==> src/logic/wbaf_pkg.sv <==
// Shared constants and state types for the first-bank channel flag registers.
`default_nettype none
package wbaf_pkg;
  localparam int NUM_CHAN = 32;
  localparam int DATA_W = 32;
  localparam int ADDR_W = 8;
  localparam int CHAN_W = 5;
  localparam int BYTE_W = 8;
  localparam int NUM_BYTES = 4;
  // Sample offset width is not fixed by the register map; 16 bits is a plain default.
  localparam int OFFS_W = 16;
  localparam logic [ADDR_W-1:0] ADDR_DELAY = 8'h88;
  localparam logic [ADDR_W-1:0] ADDR_SIGN = 8'h8C;
  localparam logic [ADDR_W-1:0] ADDR_POS = 8'h90;
  localparam logic [ADDR_W-1:0] ADDR_BUFSEL = 8'h94;
  localparam logic [DATA_W-1:0] RESET_WORD = 32'h0000_0000;
  localparam logic [DATA_W-1:0] UNMAPPED_WORD = 32'h0000_0000;

  typedef struct packed {
    logic delay;
    logic sign;
    logic pos;
    logic bufSel;
    logic bufForce;
    logic runPrev;
  } wbaf_cell_t;

  localparam wbaf_cell_t CELL_RESET = '{default: 1'b0};

  typedef struct packed {
    logic [DATA_W-1:0] rdData;
  } wbaf_bank_t;
endpackage
`default_nettype wire

==> src/logic/wbaf_bank_flags.sv <==
// I/O register bank for the first-bank channel delay, sign, position and buffer flags.
// Summary of operation
// - Delay status reads one bit per channel: address halted, envelope still running.
// - Delay bit clears when envelope moves from delay buffer to non-delay buffer.
// - Hardware sets delay bit only when envelope starts a delay-mode buffer.
// - Delay and sign registers: write one sets the bit, zero leaves it.
// - Sign bit zero means at or above loop begin, one means at or below.
// - Software may preload sign bits; the address engine then keeps them current.
// - Position flag reads zero before half end offset, one from half to end.
// - End offset spans loop begin to loop end; flag drives sample double buffering.
// - Buffer select reads zero for first parameter buffer, one for the second.
// - Writing one inverts the buffer flag and forces the envelope engine over.
// - Channel stop clears its sign, position and buffer select bits.
// - Channel stop also clears its delay status bit.
// - Channel stops on a stop command or other causes, halting both engines.
`default_nettype none
module wbaf_bank_flags (
  input wire logic clk,
  input wire logic rst_n,
  input wire logic [wbaf_pkg::ADDR_W-1:0] ioAddr,
  input wire logic ioWr,
  input wire logic ioRd,
  input wire logic [wbaf_pkg::NUM_BYTES-1:0] ioByteEn,
  input wire logic [wbaf_pkg::DATA_W-1:0] ioWData,
  output logic [wbaf_pkg::DATA_W-1:0] ioRData,
  input wire logic [wbaf_pkg::NUM_CHAN-1:0] chanRunning,
  input wire logic [wbaf_pkg::NUM_CHAN-1:0] envDelayEnter,
  input wire logic [wbaf_pkg::NUM_CHAN-1:0] envDelayLeave,
  input wire logic [wbaf_pkg::NUM_CHAN-1:0] envBufToggle,
  input wire logic engValid,
  input wire logic [wbaf_pkg::CHAN_W-1:0] engChan,
  input wire logic engSign,
  input wire logic [wbaf_pkg::OFFS_W-1:0] engCurOffset,
  input wire logic [wbaf_pkg::OFFS_W-1:0] engEndOffset,
  output logic [wbaf_pkg::NUM_CHAN-1:0] envBufSelect,
  output logic [wbaf_pkg::NUM_CHAN-1:0] envBufForce
);
  wbaf_pkg::wbaf_bank_t q;
  wbaf_pkg::wbaf_bank_t d;
  logic [wbaf_pkg::DATA_W-1:0] wrMask;
  logic [wbaf_pkg::NUM_CHAN-1:0] delayVec;
  logic [wbaf_pkg::NUM_CHAN-1:0] signVec;
  logic [wbaf_pkg::NUM_CHAN-1:0] posVec;
  logic [wbaf_pkg::NUM_CHAN-1:0] bufVec;
  logic [wbaf_pkg::NUM_CHAN-1:0] forceVec;
  logic wrDelay;
  logic wrSign;
  logic wrBufSel;
  logic engPastHalf;

  // The position register has no write strobe at all, so writes to it fall away.
  assign wrDelay = ioWr && (ioAddr == wbaf_pkg::ADDR_DELAY);
  assign wrSign = ioWr && (ioAddr == wbaf_pkg::ADDR_SIGN);
  assign wrBufSel = ioWr && (ioAddr == wbaf_pkg::ADDR_BUFSEL);

  // One shared compare serves all channels because the address engine is time-shared.
  // The half point is measured from loop begin, so both offsets are loop-relative.
  assign engPastHalf = engCurOffset >= (engEndOffset >> 1);

  genvar n;
  generate
    for (n = 0; n < wbaf_pkg::NUM_CHAN; n++) begin : g_chan
      assign wrMask[n] = ioWData[n] & ioByteEn[n / wbaf_pkg::BYTE_W];
      wbaf_chan_cell u_cell (
        .clk(clk),
        .rst_n(rst_n),
        .running(chanRunning[n]),
        .swSetDelay(wrDelay & wrMask[n]),
        .swSetSign(wrSign & wrMask[n]),
        .swToggleBuf(wrBufSel & wrMask[n]),
        .delayEnter(envDelayEnter[n]),
        .delayLeave(envDelayLeave[n]),
        .hwBufToggle(envBufToggle[n]),
        .engHit(engValid && (int'(engChan) == n)),
        .engSign(engSign),
        .engPastHalf(engPastHalf),
        .delay(delayVec[n]),
        .sign(signVec[n]),
        .pos(posVec[n]),
        .bufSel(bufVec[n]),
        .bufForce(forceVec[n])
      );
    end
  endgenerate

  always_comb begin
    d = q;
    if (ioRd) begin
      case (ioAddr)
        wbaf_pkg::ADDR_DELAY: d.rdData = delayVec;
        wbaf_pkg::ADDR_SIGN: d.rdData = signVec;
        wbaf_pkg::ADDR_POS: d.rdData = posVec;
        wbaf_pkg::ADDR_BUFSEL: d.rdData = bufVec;
        default: d.rdData = wbaf_pkg::UNMAPPED_WORD;
      endcase
    end
  end

  always_ff @(posedge clk) begin
    if (!rst_n) begin
      q.rdData <= wbaf_pkg::RESET_WORD;
    end else begin
      q <= d;
    end
  end

  assign ioRData = q.rdData;
  assign envBufSelect = bufVec;
  assign envBufForce = forceVec;

  chk_read_delay_word: assert property (@(posedge clk) disable iff (!rst_n)
    (ioRd && ioAddr == wbaf_pkg::ADDR_DELAY) |=> (ioRData == $past(delayVec)))
    else $error("delay status read returned wrong word");
  chk_read_pos_word: assert property (@(posedge clk) disable iff (!rst_n)
    (ioRd && ioAddr == wbaf_pkg::ADDR_POS) |=> (ioRData == $past(posVec)))
    else $error("position flag read returned wrong word");
  chk_pos_write_ignored: assert property (@(posedge clk) disable iff (!rst_n)
    (ioWr && ioAddr == wbaf_pkg::ADDR_POS && !engValid && $stable(chanRunning))
      |=> $stable(posVec))
    else $error("position flag changed by a register write");

  // Bank-wide views of the channel rules. A falling running bit is a stop that clears
  // everything, so checks that expect a flag to survive only look at steady running bits.
  chk_read_sign_word: assert property (@(posedge clk) disable iff (!rst_n)
    (ioRd && ioAddr == wbaf_pkg::ADDR_SIGN) |=> (ioRData == $past(signVec)))
    else $error("sign read returned wrong word");
  chk_read_buf_word: assert property (@(posedge clk) disable iff (!rst_n)
    (ioRd && ioAddr == wbaf_pkg::ADDR_BUFSEL) |=> (ioRData == $past(bufVec)))
    else $error("buffer select read returned wrong word");
  chk_read_data_hold: assert property (@(posedge clk) disable iff (!rst_n)
    !ioRd |=> $stable(ioRData))
    else $error("read data changed without a read");
  chk_read_unmapped_zero: assert property (@(posedge clk) disable iff (!rst_n)
    (ioRd && ioAddr != wbaf_pkg::ADDR_DELAY && ioAddr != wbaf_pkg::ADDR_SIGN
      && ioAddr != wbaf_pkg::ADDR_POS && ioAddr != wbaf_pkg::ADDR_BUFSEL)
      |=> (ioRData == wbaf_pkg::UNMAPPED_WORD))
    else $error("unmapped read returned nonzero data");

  chk_delay_write_set: assert property (@(posedge clk) disable iff (!rst_n)
    (wrDelay && $stable(chanRunning)) |=> (($past(wrMask) & ~delayVec) == '0))
    else $error("delay write of one did not set the bit");
  chk_delay_write_keep: assert property (@(posedge clk) disable iff (!rst_n)
    (wrDelay && envDelayLeave == '0 && $stable(chanRunning))
      |=> (($past(delayVec) & ~delayVec) == '0))
    else $error("delay write cleared a bit");
  chk_delay_enter_set: assert property (@(posedge clk) disable iff (!rst_n)
    $stable(chanRunning) |=> (($past(envDelayEnter) & ~delayVec) == '0))
    else $error("delay bit not set on entering a delay buffer");
  chk_delay_leave_bank: assert property (@(posedge clk) disable iff (!rst_n)
    (!wrDelay && $stable(chanRunning))
      |=> (($past(envDelayLeave) & ~$past(envDelayEnter) & delayVec) == '0))
    else $error("delay bit kept after leaving the delay buffer");
  chk_delay_no_cause: assert property (@(posedge clk) disable iff (!rst_n)
    (!wrDelay && envDelayEnter == '0 && envDelayLeave == '0 && $stable(chanRunning))
      |=> $stable(delayVec))
    else $error("delay bits changed without a cause");

  chk_sign_write_bank: assert property (@(posedge clk) disable iff (!rst_n)
    (wrSign && $stable(chanRunning)) |=> (($past(wrMask) & ~signVec) == '0))
    else $error("sign write of one did not set the bit");
  chk_sign_write_keep: assert property (@(posedge clk) disable iff (!rst_n)
    (wrSign && !engValid && $stable(chanRunning))
      |=> (($past(signVec) & ~signVec) == '0))
    else $error("sign write cleared a bit");
  chk_sign_engine_value: assert property (@(posedge clk) disable iff (!rst_n)
    (engValid && !wrSign && $stable(chanRunning))
      |=> (signVec[$past(engChan)] == $past(engSign)))
    else $error("sign bit disagrees with the address engine update");
  chk_sign_no_cause: assert property (@(posedge clk) disable iff (!rst_n)
    (!engValid && !wrSign && $stable(chanRunning)) |=> $stable(signVec))
    else $error("sign bits changed without a cause");
  chk_pos_no_cause: assert property (@(posedge clk) disable iff (!rst_n)
    (!engValid && $stable(chanRunning)) |=> $stable(posVec))
    else $error("position flags changed without an engine update");

  chk_buf_engine_bank: assert property (@(posedge clk) disable iff (!rst_n)
    (!wrBufSel && $stable(chanRunning))
      |=> ((bufVec ^ $past(bufVec)) == $past(envBufToggle)))
    else $error("buffer select does not follow the engine toggles");
  chk_buf_write_bank: assert property (@(posedge clk) disable iff (!rst_n)
    (wrBufSel && envBufToggle == '0 && $stable(chanRunning))
      |=> ((bufVec ^ $past(bufVec)) == $past(wrMask)))
    else $error("buffer select does not follow the written ones");
  chk_force_idle_zero: assert property (@(posedge clk) disable iff (!rst_n)
    !wrBufSel |=> (envBufForce == '0))
    else $error("buffer force raised without a write");
  chk_force_matches_write: assert property (@(posedge clk) disable iff (!rst_n)
    (wrBufSel && $stable(chanRunning)) |=> (envBufForce == $past(wrMask)))
    else $error("buffer force differs from the written ones");

  // A stop is taken on the edge that samples the running bit low, and only if the edge before it was not in reset.
  chk_stop_clear_bank: assert property (@(posedge clk) disable iff (!rst_n)
    $past(rst_n, 2) |-> (((delayVec | signVec | posVec | bufVec)
      & $past(chanRunning, 2) & ~$past(chanRunning)) == '0))
    else $error("flags of a stopped channel not cleared");
endmodule
`default_nettype wire

==> src/logic/wbaf_chan_cell.sv <==
// One channel's delay, offset sign, half-loop position and envelope buffer flags.
`default_nettype none
module wbaf_chan_cell (
  input wire logic clk,
  input wire logic rst_n,
  input wire logic running,
  input wire logic swSetDelay,
  input wire logic swSetSign,
  input wire logic swToggleBuf,
  input wire logic delayEnter,
  input wire logic delayLeave,
  input wire logic hwBufToggle,
  input wire logic engHit,
  input wire logic engSign,
  input wire logic engPastHalf,
  output logic delay,
  output logic sign,
  output logic pos,
  output logic bufSel,
  output logic bufForce
);
  wbaf_pkg::wbaf_cell_t q;
  wbaf_pkg::wbaf_cell_t d;
  logic stopNow;

  // A channel enters the stopped state on the falling edge of its running status.
  assign stopNow = q.runPrev & ~running;

  always_comb begin
    d = q;
    d.runPrev = running;
    if (delayLeave) begin
      d.delay = 1'b0;
    end
    // Entering a delay buffer or a software set wins over a leave in the same cycle.
    if (delayEnter | swSetDelay) begin
      d.delay = 1'b1;
    end
    if (engHit) begin
      d.sign = engSign;
      d.pos = engPastHalf;
    end
    if (swSetSign) begin
      d.sign = 1'b1;
    end
    // Two toggles in one cycle cancel, so software and engine never lose each other's step.
    if (swToggleBuf ^ hwBufToggle) begin
      d.bufSel = ~q.bufSel;
    end
    d.bufForce = swToggleBuf;
    if (stopNow) begin
      d.sign = 1'b0;
      d.pos = 1'b0;
      d.bufSel = 1'b0;
      d.bufForce = 1'b0;
      d.delay = 1'b0;
    end
  end

  always_ff @(posedge clk) begin
    if (!rst_n) begin
      q <= wbaf_pkg::CELL_RESET;
    end else begin
      q <= d;
    end
  end

  assign delay = q.delay;
  assign sign = q.sign;
  assign pos = q.pos;
  assign bufSel = q.bufSel;
  assign bufForce = q.bufForce;

  chk_stop_clear_flags: assert property (@(posedge clk) disable iff (!rst_n)
    stopNow |=> (!sign && !pos && !bufSel))
    else $error("flags not cleared on channel stop");
  chk_stop_clear_delay: assert property (@(posedge clk) disable iff (!rst_n)
    stopNow |=> !delay)
    else $error("delay flag not cleared on channel stop");
  chk_delay_set_cause: assert property (@(posedge clk) disable iff (!rst_n)
    $rose(delay) |-> $past(delayEnter || swSetDelay))
    else $error("delay flag set without a cause");
  chk_delay_leave_clear: assert property (@(posedge clk) disable iff (!rst_n)
    (delayLeave && !delayEnter && !swSetDelay) |=> !delay)
    else $error("delay flag kept after leaving delay buffer");
  chk_sign_write_set: assert property (@(posedge clk) disable iff (!rst_n)
    (swSetSign && !stopNow) ##1 1'b1 |-> sign)
    else $error("sign bit not set by a write of one");
  chk_pos_engine_update: assert property (@(posedge clk) disable iff (!rst_n)
    (engHit && !stopNow) |=> (pos == $past(engPastHalf)))
    else $error("position flag disagrees with half-loop compare");
  chk_buf_toggle_step: assert property (@(posedge clk) disable iff (!rst_n)
    ((swToggleBuf ^ hwBufToggle) && !stopNow) |=> (bufSel != $past(bufSel)))
    else $error("buffer select did not toggle");
  chk_buf_hold_idle: assert property (@(posedge clk) disable iff (!rst_n)
    (!swToggleBuf && !hwBufToggle && !stopNow) |=> $stable(bufSel))
    else $error("buffer select changed without a toggle");
  chk_buf_force_pulse: assert property (@(posedge clk) disable iff (!rst_n)
    (swToggleBuf && !stopNow) |=> bufForce ##1 (bufForce == $past(swToggleBuf)))
    else $error("buffer force pulse not issued for a software toggle");
endmodule
`default_nettype wire

==> config.mk <==
export PLATFORM = sky130hd
export DESIGN_NAME = wbaf_bank_flags
export DESIGN_NICKNAME = d
export VERILOG_FILES = /design/src/logic/wbaf_pkg.sv /design/src/logic/wbaf_bank_flags.sv /design/src/logic/wbaf_chan_cell.sv
export SDC_FILE = /design/constraint.sdc
export NUM_CORES = 1
export LEC_CHECK = 0
export ABC_AREA = 1
export BUFFER_PORTS_ARGS = -buffer_cell sky130_fd_sc_hd__buf_2
export CAP_MARGIN = 10
export CELL_PAD_IN_SITES_DETAIL_PLACEMENT = 0
export CELL_PAD_IN_SITES_GLOBAL_PLACEMENT = 2
export CORE_ASPECT_RATIO = 0.75
export CORE_UTILIZATION = 28
export DETAILED_ROUTE_END_ITERATION = 8
export PLACE_DENSITY = 0.81
export SLEW_MARGIN = 20
export SYNTH_ARGS = -nofsm -noshare
export SYNTH_HDL_FRONTEND = slang
export SYNTH_SLANG_ARGS = --single-unit
==> constraint.sdc <==
create_clock -name clk -period 1.6 [get_ports clk]
set_input_delay 0.16 -clock clk [delete_from_list [all_inputs] [get_ports clk]]
set_output_delay 0.16 -clock clk [all_outputs]
set_load 0.02 [all_outputs]
======== Word-level counts from Yosys, hierarchy flattened ========
Cells that the tools add are included.
Widths: inputs -> output; s select.
operators by class
  add/sub/neg operators ................... 0
  $mul .................................... 0
  divide/modulo/power cells ............... 0
  order comparisons ....................... 1
  eq/ne operators ......................... 35
  shift-type cells ........................ 0
  muxes and demuxes ....................... 129
  bitwise operators ....................... 289
  reductions and logical operators ........ 132
operators with widths
  cell                number
  $and 1x1->1         160
  $pmux 32 s4         1
  $reduce_bool 2->1   64
  $mux 1              96
  $eq 5x5->1 const B  16
  $not 1->1           65
  $mux 2              32
  $reduce_or 2->1     32
  $eq 5x4->1 const B  8
  $logic_and 1x1->1   35
  $eq 8x8->1 const B  4
  $or 1x1->1          32
  $xor 1x1->1         32
  $eq 5x3->1 const B  4
  $ge 16x15->1        1
  $eq 5x2->1 const B  2
  $eq 5x1->1 const B  1
  $logic_not 5->1     1
word-level totals
  register bits ........................... 224
  latch bits .............................. 0
  RAM bits ................................ 0
  bits in read-only memories .............. 0
  input port bits ......................... 215
  output and inout bits ................... 96
  logic and storage cells ................. 779
  memories ................................ 0

======== Depth between registers and ports, before layout ========
Gate-level depths: netlist of run 1.
  word-level depth ........................ 5
  gate-level depth with buffers ........... 14
  depth with buffers taken out ............ 13

======== Hierarchy ========
Synthesis of run 1 repeated with hierarchy kept, for this count alone.
unflattened totals
  cells, all modules ...................... 1817
  area, all modules ....................... 11398.4 um^2
modules (own cells, without submodules)
  module           times used  cells each  area each (um^2)  sequential area each (um^2)
  wbaf_chan_cell   32          36          245.2             120.1
  wbaf_bank_flags  1           665         3550.9            640.6

======== Worst setup path before layout of run 1 ========
Ideal clock, no wire load.
  path kind ............................... input to register
  start point ............................. input engEndOffset[4] in the netlist's numbering
  end point ............................... register g_chan[30].u_cell.q, in the netlist g_chan[30].u_cell.pos
  library setup time ...................... 0.109 ns
  arrival time ............................ 1.334 ns
  data required time ...................... 1.491 ns
  slack ................................... 0.157 ns
  stages .................................. 13
  buffers on the path ..................... 1
  cells stage by stage .................... inv_1 > ha_1 > nand2_1 > nor2_1 > nor2_1 > nand2_1 > nand2_1 > nand2_1 > nand2_1 > clkbuf_1 > nand3_1 > nand2_1 > inv_1
on the way
  longest elaborated chain between the ends .. 1
RTL lines
  element               RTL line               text
  from (decl)           wbaf_bank_flags.sv:34  input wire logic [wbaf_pkg::OFFS_W-1:0] engEndOffset,
  $ge 16x15->1          wbaf_bank_flags.sv:58  assign engPastHalf = engCurOffset >= (engEndOffset >> 1);
  to (signal assigned)  wbaf_chan_cell.sv:62   q <= wbaf_pkg::CELL_RESET;
  to (decl)             wbaf_chan_cell.sv:22   wbaf_pkg::wbaf_cell_t q;
Every way passes these cells.
A chain may end at the register's enable or synchronous reset.

======== Worst setup path in the final report of run 1 ========
  start point ............................. register g_chan[4].u_cell.q, in the netlist g_chan[4].u_cell.bufSel
  end point ............................... output envBufSelect[4] in the netlist's numbering
RTL lines
  element                 RTL line               text
  from (decl)             wbaf_chan_cell.sv:22
  from (signal assigned)  wbaf_chan_cell.sv:62
  to (decl)               wbaf_bank_flags.sv:35  output logic [wbaf_pkg::NUM_CHAN-1:0] envBufSelect,
No word-level cell between the ends.

==> run summary, run 1 <==
CRITICAL PATH
-------------------------------------------------------------------------------------------
Required time reported for the critical path endpoint                               1.44 ns
Worst setup SP type                                                               flip-flop
Slowest cell on the critical path                                              sky130_fd_sc_hd__dfxtp_1
Delay contributed by the slowest stage of the critical path                         0.34 ns
Start-to-end type of the worst setup path                                      flip-flop to primary output
Worst path cell trace                                                          buf_4 > buf_2
Number of cells on the critical path                                                      2
Max FO, Critical Path                                                                     2
Worst path buffer plus inverter count                                                     2
Dominant delay contributor by cell family on the critical path                   flip-flops
Category of the worst setup path capture point                                 primary output
Reg2reg path depth                                                                        3
Crit path DAT                                                                       1.20 ns

GRT
-------------------------------------------------------------------------------------------
Overall track demand over capacity in global routing                                  19.7%
Leftover overflow at the end of global routing                                            0
First-pass GRT wire length                                                          62.1 mm
Number of antenna violations at the first check in global routing                         5
Number of global-route vias before repair                                             11.4k
Pin count of the biggest net entering global routing                                     45

PLACEMENT
-------------------------------------------------------------------------------------------
Post-detail-place hpwl                                                              28.6 mm
Setup WS pre-CTS                                                                  -0.120 ns
Dpl cell area                                                                   13,000 um^2
Number of buffer cells added on primary ports                                           309
Weighted congestion at the end of routability-driven global placement                 0.839

TIMING
-------------------------------------------------------------------------------------------
RSZ-0062 raised after global routing                                                  false
Slew at the pin closest to its max-slew limit                                      0.443 ns
Worst Hold Margin                                                                 0.0238 ns
Share of the cycle needed by the critical path after routing                          85.3%
Final setup violating endpoints                                                           0
Maximum achievable frequency                                                        733 MHz
Min Clock Period, post-route                                                        1.36 ns
Post-route worst setup slack                                                       0.235 ns
Final TNS setup                                                                        0 ns
Final number of hold-violating endpoints                                                  0
Slew HR                                                                               70.4%
Final setup skew                                                                  0.0185 ns
Pins over their slew limit                                                                0

YOSYS
-------------------------------------------------------------------------------------------
Number of warnings printed during yosys synthesis                                         0
Largest area contributor in the synthesized netlist                            sky130_fd_sc_hd__dfxtp_1
Top_reg_cell synth                                                             sky130_fd_sc_hd__dfxtp_1
FFs w/ async S/R, synth                                                                  0%
Commonest cells in the synthesized netlist                                     388 x sky130_fd_sc_hd__nand2_1, 233 x sky130_fd_sc_hd__inv_1, 224 x sky130_fd_sc_hd__dfxtp_1, 174 x sky130_fd_sc_hd__a21oi_1, 167 x sky130_fd_sc_hd__nor2_1
Register bit total from synthesis                                                       224
Syn nets                                                                              1,866
Number of unique standard cell types used by synthesis                                   23
Number of synthesized flops with an enable pin                                            0
Top-count cell post-synth                                                      sky130_fd_sc_hd__nand2_1
Count of mapped cells out of synthesis                                                1,636
Synth area leaders                                                             sky130_fd_sc_hd__dfxtp_1 41%, sky130_fd_sc_hd__nand2_1 13%, sky130_fd_sc_hd__inv_1 7.9%, sky130_fd_sc_hd__a21oi_1 7.9%, sky130_fd_sc_hd__nand3_1 7.2%
Post-Synthesis Mean Instance Area                                                 6.76 um^2
Summed instance area of the synthesized netlist                                 11,100 um^2
Share of the yosys chip area belonging to registers                                   40.5%
Area fraction of the dominant cell type after synthesis                               40.5%

CLOCK TREE
-------------------------------------------------------------------------------------------
Number of buffers added by the clock tree synthesis step                                 26
Library cell used as clock root buffer                                         sky130_fd_sc_hd__clkbuf_16
Clock edge transition at the registers on the reported setup and hold paths         0.06 ns
TritonCTS clock tree                                                                    yes
Clock H-tree levels                                                                       1
Clock Latency Late Sink                                                             0.56 ns
TritonCTS sink count                                                                    224
Clock Tree Buf Depth                                                                      3

MIN PATH
-------------------------------------------------------------------------------------------
Hold path cells                                                                           5
Type of the worst min-delay path                                               primary input to flip-flop

POWER AND IR DROP
-------------------------------------------------------------------------------------------
P per Cell Area                                                                 939 nW/um^2
Reported leakage power                                                              7.96 nW
Peak ir drop on the vdd network                                                      711 uV

DRT
-------------------------------------------------------------------------------------------
Average detailed-routed wire length per instance                                    15.5 um
Total Wirelength                                                                    39.8 mm
Number of design-rule violations left by the first detailed-router iteration            510
Total via count after detailed routing                                                11.3k
Drt via density                                                                        4.39
Antenna-violating nets left                                                               0
Number of optimization iterations in the first detailed-route pass                        5
DRC violations left                                                                       0

FLOORPLAN
-------------------------------------------------------------------------------------------
Die area                                                                        40,300 um^2
Starting Density                                                                      28.6%
Rows                                                                                     62
Total I/O pin count                                                                     311
Die Y                                                                                174 um
Standard cell core area                                                         38,600 um^2
Die width                                                                            232 um

FINAL LAYOUT
-------------------------------------------------------------------------------------------
Post-layout net count                                                                 2,265
Proportion of layout cells with a drive suffix above 1                                20.1%
Final core utilization                                                                40.0%
Summed area of non-filler cells in the final layout                             15,500 um^2
Area growth from synthesis to final layout                                            39.7%

RUN STATUS
-------------------------------------------------------------------------------------------
Result of the run                                                              complete, no violations

JOB
-------------------------------------------------------------------------------------------
Total of max-cap violations                                                               0

==> registers in the layout, summed over array words and instances (netlist names) <==
name / count
g_chan.u_cell.q: 32
g_chan.u_cell.bufForce: 32
g_chan.u_cell.sign: 32
g_chan.u_cell.pos: 32
ioRData: 32
g_chan.u_cell.bufSel: 32
g_chan.u_cell.delay: 32
==> routing by layer <==
| metal | global-route usage (%) | vias to the layer above | wire length (um) |
|---|---|---|---|
| li1 | - | 5837 | - |
| met5 | 0 | - | 23 |
| met3 | 3.49 | 52 | 1900 |
| met2 | 32.0 | 257 | 17600 |
| met1 | 27.1 | 5139 | 19500 |
| met4 | 4.00 | 4 | 784 |
==> cells in the final DEF, fill, tap and decap left out, drive strengths merged <==
| master | synthesis | routed |
|---|---|---|
| dfxtp | 224 | 224 |
| o21a | 1 | 1 |
| nand2 | 389 | 389 |
| dlygate4sd3 | 0 | 153 |
| nor2 | 173 | 173 |
| nor4 | 1 | 1 |
| a21oi | 174 | 174 |
| clkinvlp | 0 | 1 |
| diode | 0 | 3 |
| clkbuf | 20 | 39 |
| xor2 | 49 | 49 |
| bufinv | 0 | 3 |
| nand3 | 160 | 160 |
| o21ai | 66 | 66 |
| inv | 237 | 238 |
| buf | 112 | 350 |
| clkinv | 0 | 3 |
| nor3 | 15 | 15 |
| ha | 15 | 15 |
==> final cells by class <==
cell class	count	area [um^2]
Tap cell	512	641
Timing Repair Buffer	503	3610
Inverter	237	890
Antenna cell	3	7.51
Clock inverter	8	133
Multi-Input combinational cell	1043	4910
Sequential cell	224	4480
Fill cell	4158	23200
Clock buffer	39	779
==> worst reg2reg max path, cell delays in order, from the launching register on <==
cell,delay (ns)
sky130_fd_sc_hd__dfxtp_1,0.33
sky130_fd_sc_hd__a21oi_1,0.15
sky130_fd_sc_hd__dlygate4sd3_1,0.56
sky130_fd_sc_hd__a21oi_1,0.07
==> path summary, 6_finish.rpt <==
check                           slack, ns                      end                    start
worst min-delay path                 0.02  g_chan[16].u_cell.delay              ioWData[16]
worst max-delay path                 0.24          envBufSelect[4]  g_chan[4].u_cell.bufSel
worst min register to register       0.46              ioRData[27]              ioRData[27]
worst max register to register       0.36  g_chan[11].u_cell.delay  g_chan[11].u_cell.delay
==> power by group <==
group          switching [mW]  internal, mW
combinational            1.14         0.935
sequential              0.205          5.84
clock                    2.54          3.85
==> cells by family (layout without fill, tap and decap cells) <==
group	Yosys count	in the layout	share of synthesized area [%]
AOI/OAI and AO/OA	241	241	10.9
xor gates and xnor gates	49	49	3.88
adders and majority gates	15	15	1.70
buffers and inverters	369	787	15.6
DFF	224	224	40.5
other	0	3	0
and+or+nand+nor	738	738	27.3
==> per-stage QoR <==
step | total power [mW] | instances
6_report | 14.5 | 2569
5_1_grt | 15.2 | 2567
4_1_cts | 14.7 | 2566
3_5_place_dp | 7.94 | 2366
3_3_place_gp | 7.92 | 2366
2_1_floorplan | 7.26 | 1636
==> what timing repair did <==
item / 4_1_cts / 5_1_grt
setup endpoints to repair: 0 / 0
hold buffers: 153 / 0
resized for setup: 0 / 0
hold endpoints to repair: 140 / 0
buffers inserted: 0 / 0
Power figures use the tool's default switching activity.
==> run 2, diff against run 1 <==
Settings changed: GPL_TIMING_DRIVEN from default to 0.
==> run 2 against run 1 <==
- design area shrank 0.73%
- die area is the same
- total power shrank 6.0%
- global-route usage grew 2.1 points
- sequential share of layout area grew 0.21 points
- clock-buffer cell count shrank 2
- via count grew 3.3%
- clock skew shrank 0.0074 ns
- final cell count grew 2.4%
- sequential cell count is the same
- critical path depth grew 7
- largest power group is now registers
==> run summary, run 2 (synthesis results as in run 1) <==
POWER AND IR DROP
-------------------------------------------------------------------------------------------
Reported leakage power                                                              8.12 nW   +2.0%
Clock power frac                                                                      39.5%   -4.5 points
Sw Share                                                                              27.8%   +1.1 points
Cell-internal power                                                                 9.85 mW   -7.3%
Peak ir drop on the vdd network                                                      652 uV   -8.2%
P per Cell Area                                                                 889 nW/um^2   -5.3%
Sequential share of power                                                             44.5%   +2.8 points
Net Switching                                                                       3.80 mW   -2.2%
Relative contribution of combinational cells to total power                           16.0%   +1.7 points

GRT
-------------------------------------------------------------------------------------------
Leftover overflow at the end of global routing                                            0   unchanged
Number of antenna violations at the first check in global routing                         0   -5
Met1 usage                                                                            30.7%   +3.6 points
Global routing met2 resource utilization                                              34.8%   +2.8 points
Number of global-route vias before repair                                             11.3k   -0.55%
Busiest grt layer                                                                      met2
M3 GR Usage                                                                           3.77%   +0.28 points
Overall track demand over capacity in global routing                                  21.7%   +2.1 points
First-pass GRT wire length                                                          66.0 mm   +6.4%
Pin count of the biggest net entering global routing                                     13   -71%

CRITICAL PATH
-------------------------------------------------------------------------------------------
Origin of the critical flop-to-flop path                                       g_chan[26].u_cell.delay
Critical path destination                                                      g_chan[9].u_cell.pos
Reg2reg path depth                                                                        3   unchanged
Reg2reg end                                                                    g_chan[26].u_cell.delay
Crit path DAT                                                                       1.98 ns   +0.78 ns
Worst setup path startpoint                                                    chanRunning[9]
Max FO, Critical Path                                                                     5   +3
Register-to-register setup slack                                                    0.33 ns   -0.03 ns
Worst setup SP type                                                            primary input
Required time reported for the critical path endpoint                               2.04 ns   +0.60 ns
Category of the worst setup path capture point                                    flip-flop
Start-to-end type of the worst setup path                                      primary input to flip-flop

FINAL LAYOUT
-------------------------------------------------------------------------------------------
Area of the multi-input gates                                                     4860 um^2   -1.1%
Number of standard cells in the final layout excluding fillers                        2,631   +2.4%
Proportion of layout cells with a drive suffix above 1                                21.9%   +1.8 points
Commonest non-fill, non-tap cell in the layout                                 sky130_fd_sc_hd__nand2_1
Summed area of non-filler cells in the final layout                             15,300 um^2   -0.73%
FF/Latch Area                                                                     4480 um^2   unchanged
Area growth from synthesis to final layout                                            38.7%
Leading cell types in the layout, fill and taps excluded                       388 x sky130_fd_sc_hd__nand2_1, 335 x sky130_fd_sc_hd__buf_2, 233 x sky130_fd_sc_hd__inv_1, 224 x sky130_fd_sc_hd__dfxtp_1, 173 x sky130_fd_sc_hd__a21oi_1
Post-layout net count                                                                 2,335   +3.1%
Total of fill cells in the finished design                                            4,262   +2.5%
Diodes inserted                                                                           0   -3

FLOORPLAN
-------------------------------------------------------------------------------------------
Total I/O pin count                                                                     311   unchanged
Die width                                                                            232 um   unchanged
Die area                                                                        40,300 um^2   unchanged
Standard cell core area                                                         38,600 um^2   unchanged
Rows                                                                                     62   unchanged
Starting Density                                                                      28.6%   unchanged
Die Y                                                                                174 um   unchanged

JOB
-------------------------------------------------------------------------------------------
Total of max-cap violations                                                               0   unchanged

DRT
-------------------------------------------------------------------------------------------
Average detailed-routed wire length per instance                                    16.9 um   +9.1%
Total via count after detailed routing                                                11.7k   +3.3%
Number of design-rule violations left by the first detailed-router iteration            675   +32%
DRC violations left                                                                       0   unchanged
Total Wirelength                                                                    44.5 mm   +12%
Number of optimization iterations in the first detailed-route pass                        5   unchanged
Antenna-violating nets left                                                               0   unchanged
Drt via density                                                                        4.43   +0.83%

MIN PATH
-------------------------------------------------------------------------------------------
Type of the worst min-delay path                                               primary input to flip-flop

CLOCK TREE
-------------------------------------------------------------------------------------------
Library cell used as clock root buffer                                         sky130_fd_sc_hd__clkbuf_16
Clock Tree Buf Depth                                                                      3   unchanged
TritonCTS clock tree                                                                    yes
TritonCTS sink count                                                                    224   unchanged
Clock H-tree levels                                                                       1   unchanged
Number of buffers added by the clock tree synthesis step                                 25   -3.8%
Clock edge transition at the registers on the reported setup and hold paths         0.06 ns   about the same
Clock Latency Late Sink                                                             0.54 ns   -0.02 ns

TIMING
-------------------------------------------------------------------------------------------
Maximum achievable frequency                                                        645 MHz   -12%
Share of the cycle needed by the critical path after routing                          96.8%   +12 points
Min Clock Period, post-route                                                        1.55 ns   +0.184 ns
Post-route worst setup slack                                                      0.0506 ns   -0.184 ns
Slew HR                                                                               27.1%   -43 points
RSZ-0062 raised after global routing                                                  false
Pins over their slew limit                                                                0   unchanged
Final number of hold-violating endpoints                                                  0   unchanged
Slew at the pin closest to its max-slew limit                                       1.09 ns   +0.650 ns
Final setup violating endpoints                                                           0   unchanged
Final setup skew                                                                  0.0110 ns   -0.00744 ns

PLACEMENT
-------------------------------------------------------------------------------------------
Number of buffer cells added on primary ports                                           304   -1.6%
Weighted congestion at the end of routability-driven global placement                 0.896   +6.8%
Number of placed cells counting well taps                                             2,452   +3.6%
Setup WS pre-CTS                                                                  -0.801 ns   -0.681 ns
Post-detail-place hpwl                                                              33.4 mm   +17%
Dpl cell area                                                                   13,200 um^2   +1.7%

RUN STATUS
-------------------------------------------------------------------------------------------
Result of the run                                                              complete, no violations

## run 2: cell types whose count changed in the layout (fill, tap and decap cells not counted), moves of 5 or more
cell                            before  now
sky130_fd_sc_hd__clkbuf_8            8    3
sky130_fd_sc_hd__dlygate4sd3_1     153  137
sky130_fd_sc_hd__nor2_2              0    6
sky130_fd_sc_hd__clkbuf_1            5   26
sky130_fd_sc_hd__buf_12             18    0
sky130_fd_sc_hd__buf_2             309  335
sky130_fd_sc_hd__nor2_4              9    1
sky130_fd_sc_hd__buf_4              23   76
## run 2: cell type report
class	count	area share, %
repair buffers	442	18.9
plain buffers	132	5.49
multi-input cells	1043	31.6
clock buffers	37	4.57
flip-flops and latches	224	29.2
clock inverters	4	0.196
inverters	237	5.80
well taps	512	4.18
## run 2: how the worst min path moves through the flow
stage	startpoint	slack, ns	depth (start not counted)	end
finish	envBufToggle[2]	0.02	4	g_chan[2].u_cell.bufSel
global route	ioWData[28]	0.02	5	g_chan[28].u_cell.delay
CTS	envBufToggle[2]	0.0003	4	g_chan[2].u_cell.bufSel
detailed placement	chanRunning[1]	0.37	3	g_chan[1].u_cell.q[0]
global placement	chanRunning[14]	0.37	3	g_chan[14].u_cell.q[0]
floorplan	chanRunning[0]	0.28	2	g_chan[0].u_cell.q[0]
## run 2: power groups by stage
stage	Combinational (mW)	Sequential (mW)	Clock (mW)
2_1_floorplan	1.16	6.10	0
3_5_place_dp	1.89	6.20	0
3_3_place_gp	1.88	6.20	0
6_report	2.18	6.08	5.39
5_1_grt	2.41	6.10	5.77
4_1_cts	2.19	6.08	5.53
## run 2: timing repair
action                                  CTS  global route
hold endpoints to repair                100             0
endpoints found under the setup margin   30            25
resized for setup                         3             3
gates cloned                              0             0
buffers inserted                          0             1
hold buffers                            137             0
## run 2: stage by stage
stage               util [%]  hold WS [ns]  TNS, ns  total power [mW]
finish                  39.7        0.0188        0              13.6
global route            39.7        0.0171        0              14.3
CTS                     39.7      0.000291        0              13.8
detailed placement      34.2         0.368   -46.52              8.09
global placement        34.2         0.369   -44.83              8.08
floorplan                  -         0.276        0              7.26
## run 2: worst max-delay path, stage by stage
cell	delay (ns)
sky130_fd_sc_hd__dlygate4sd3_1	0.53
sky130_fd_sc_hd__buf_2	0.12
sky130_fd_sc_hd__nand2_1	0.05
sky130_fd_sc_hd__dlygate4sd3_1	0.55
sky130_fd_sc_hd__inv_1	0.05
sky130_fd_sc_hd__nor2_1	0.33
sky130_fd_sc_hd__a21oi_1	0.07
sky130_fd_sc_hd__nand2_1	0.08
sky130_fd_sc_hd__inv_1	0.04
## run 2: metal layers
metal	wire length [um]	vias to the layer above	share of wire [%]
met4	654	0	1.5
li1	-	5958	-
met3	2470	44	5.5
met1	21800	5358	49
met5	0	-	0
met2	19600	297	44
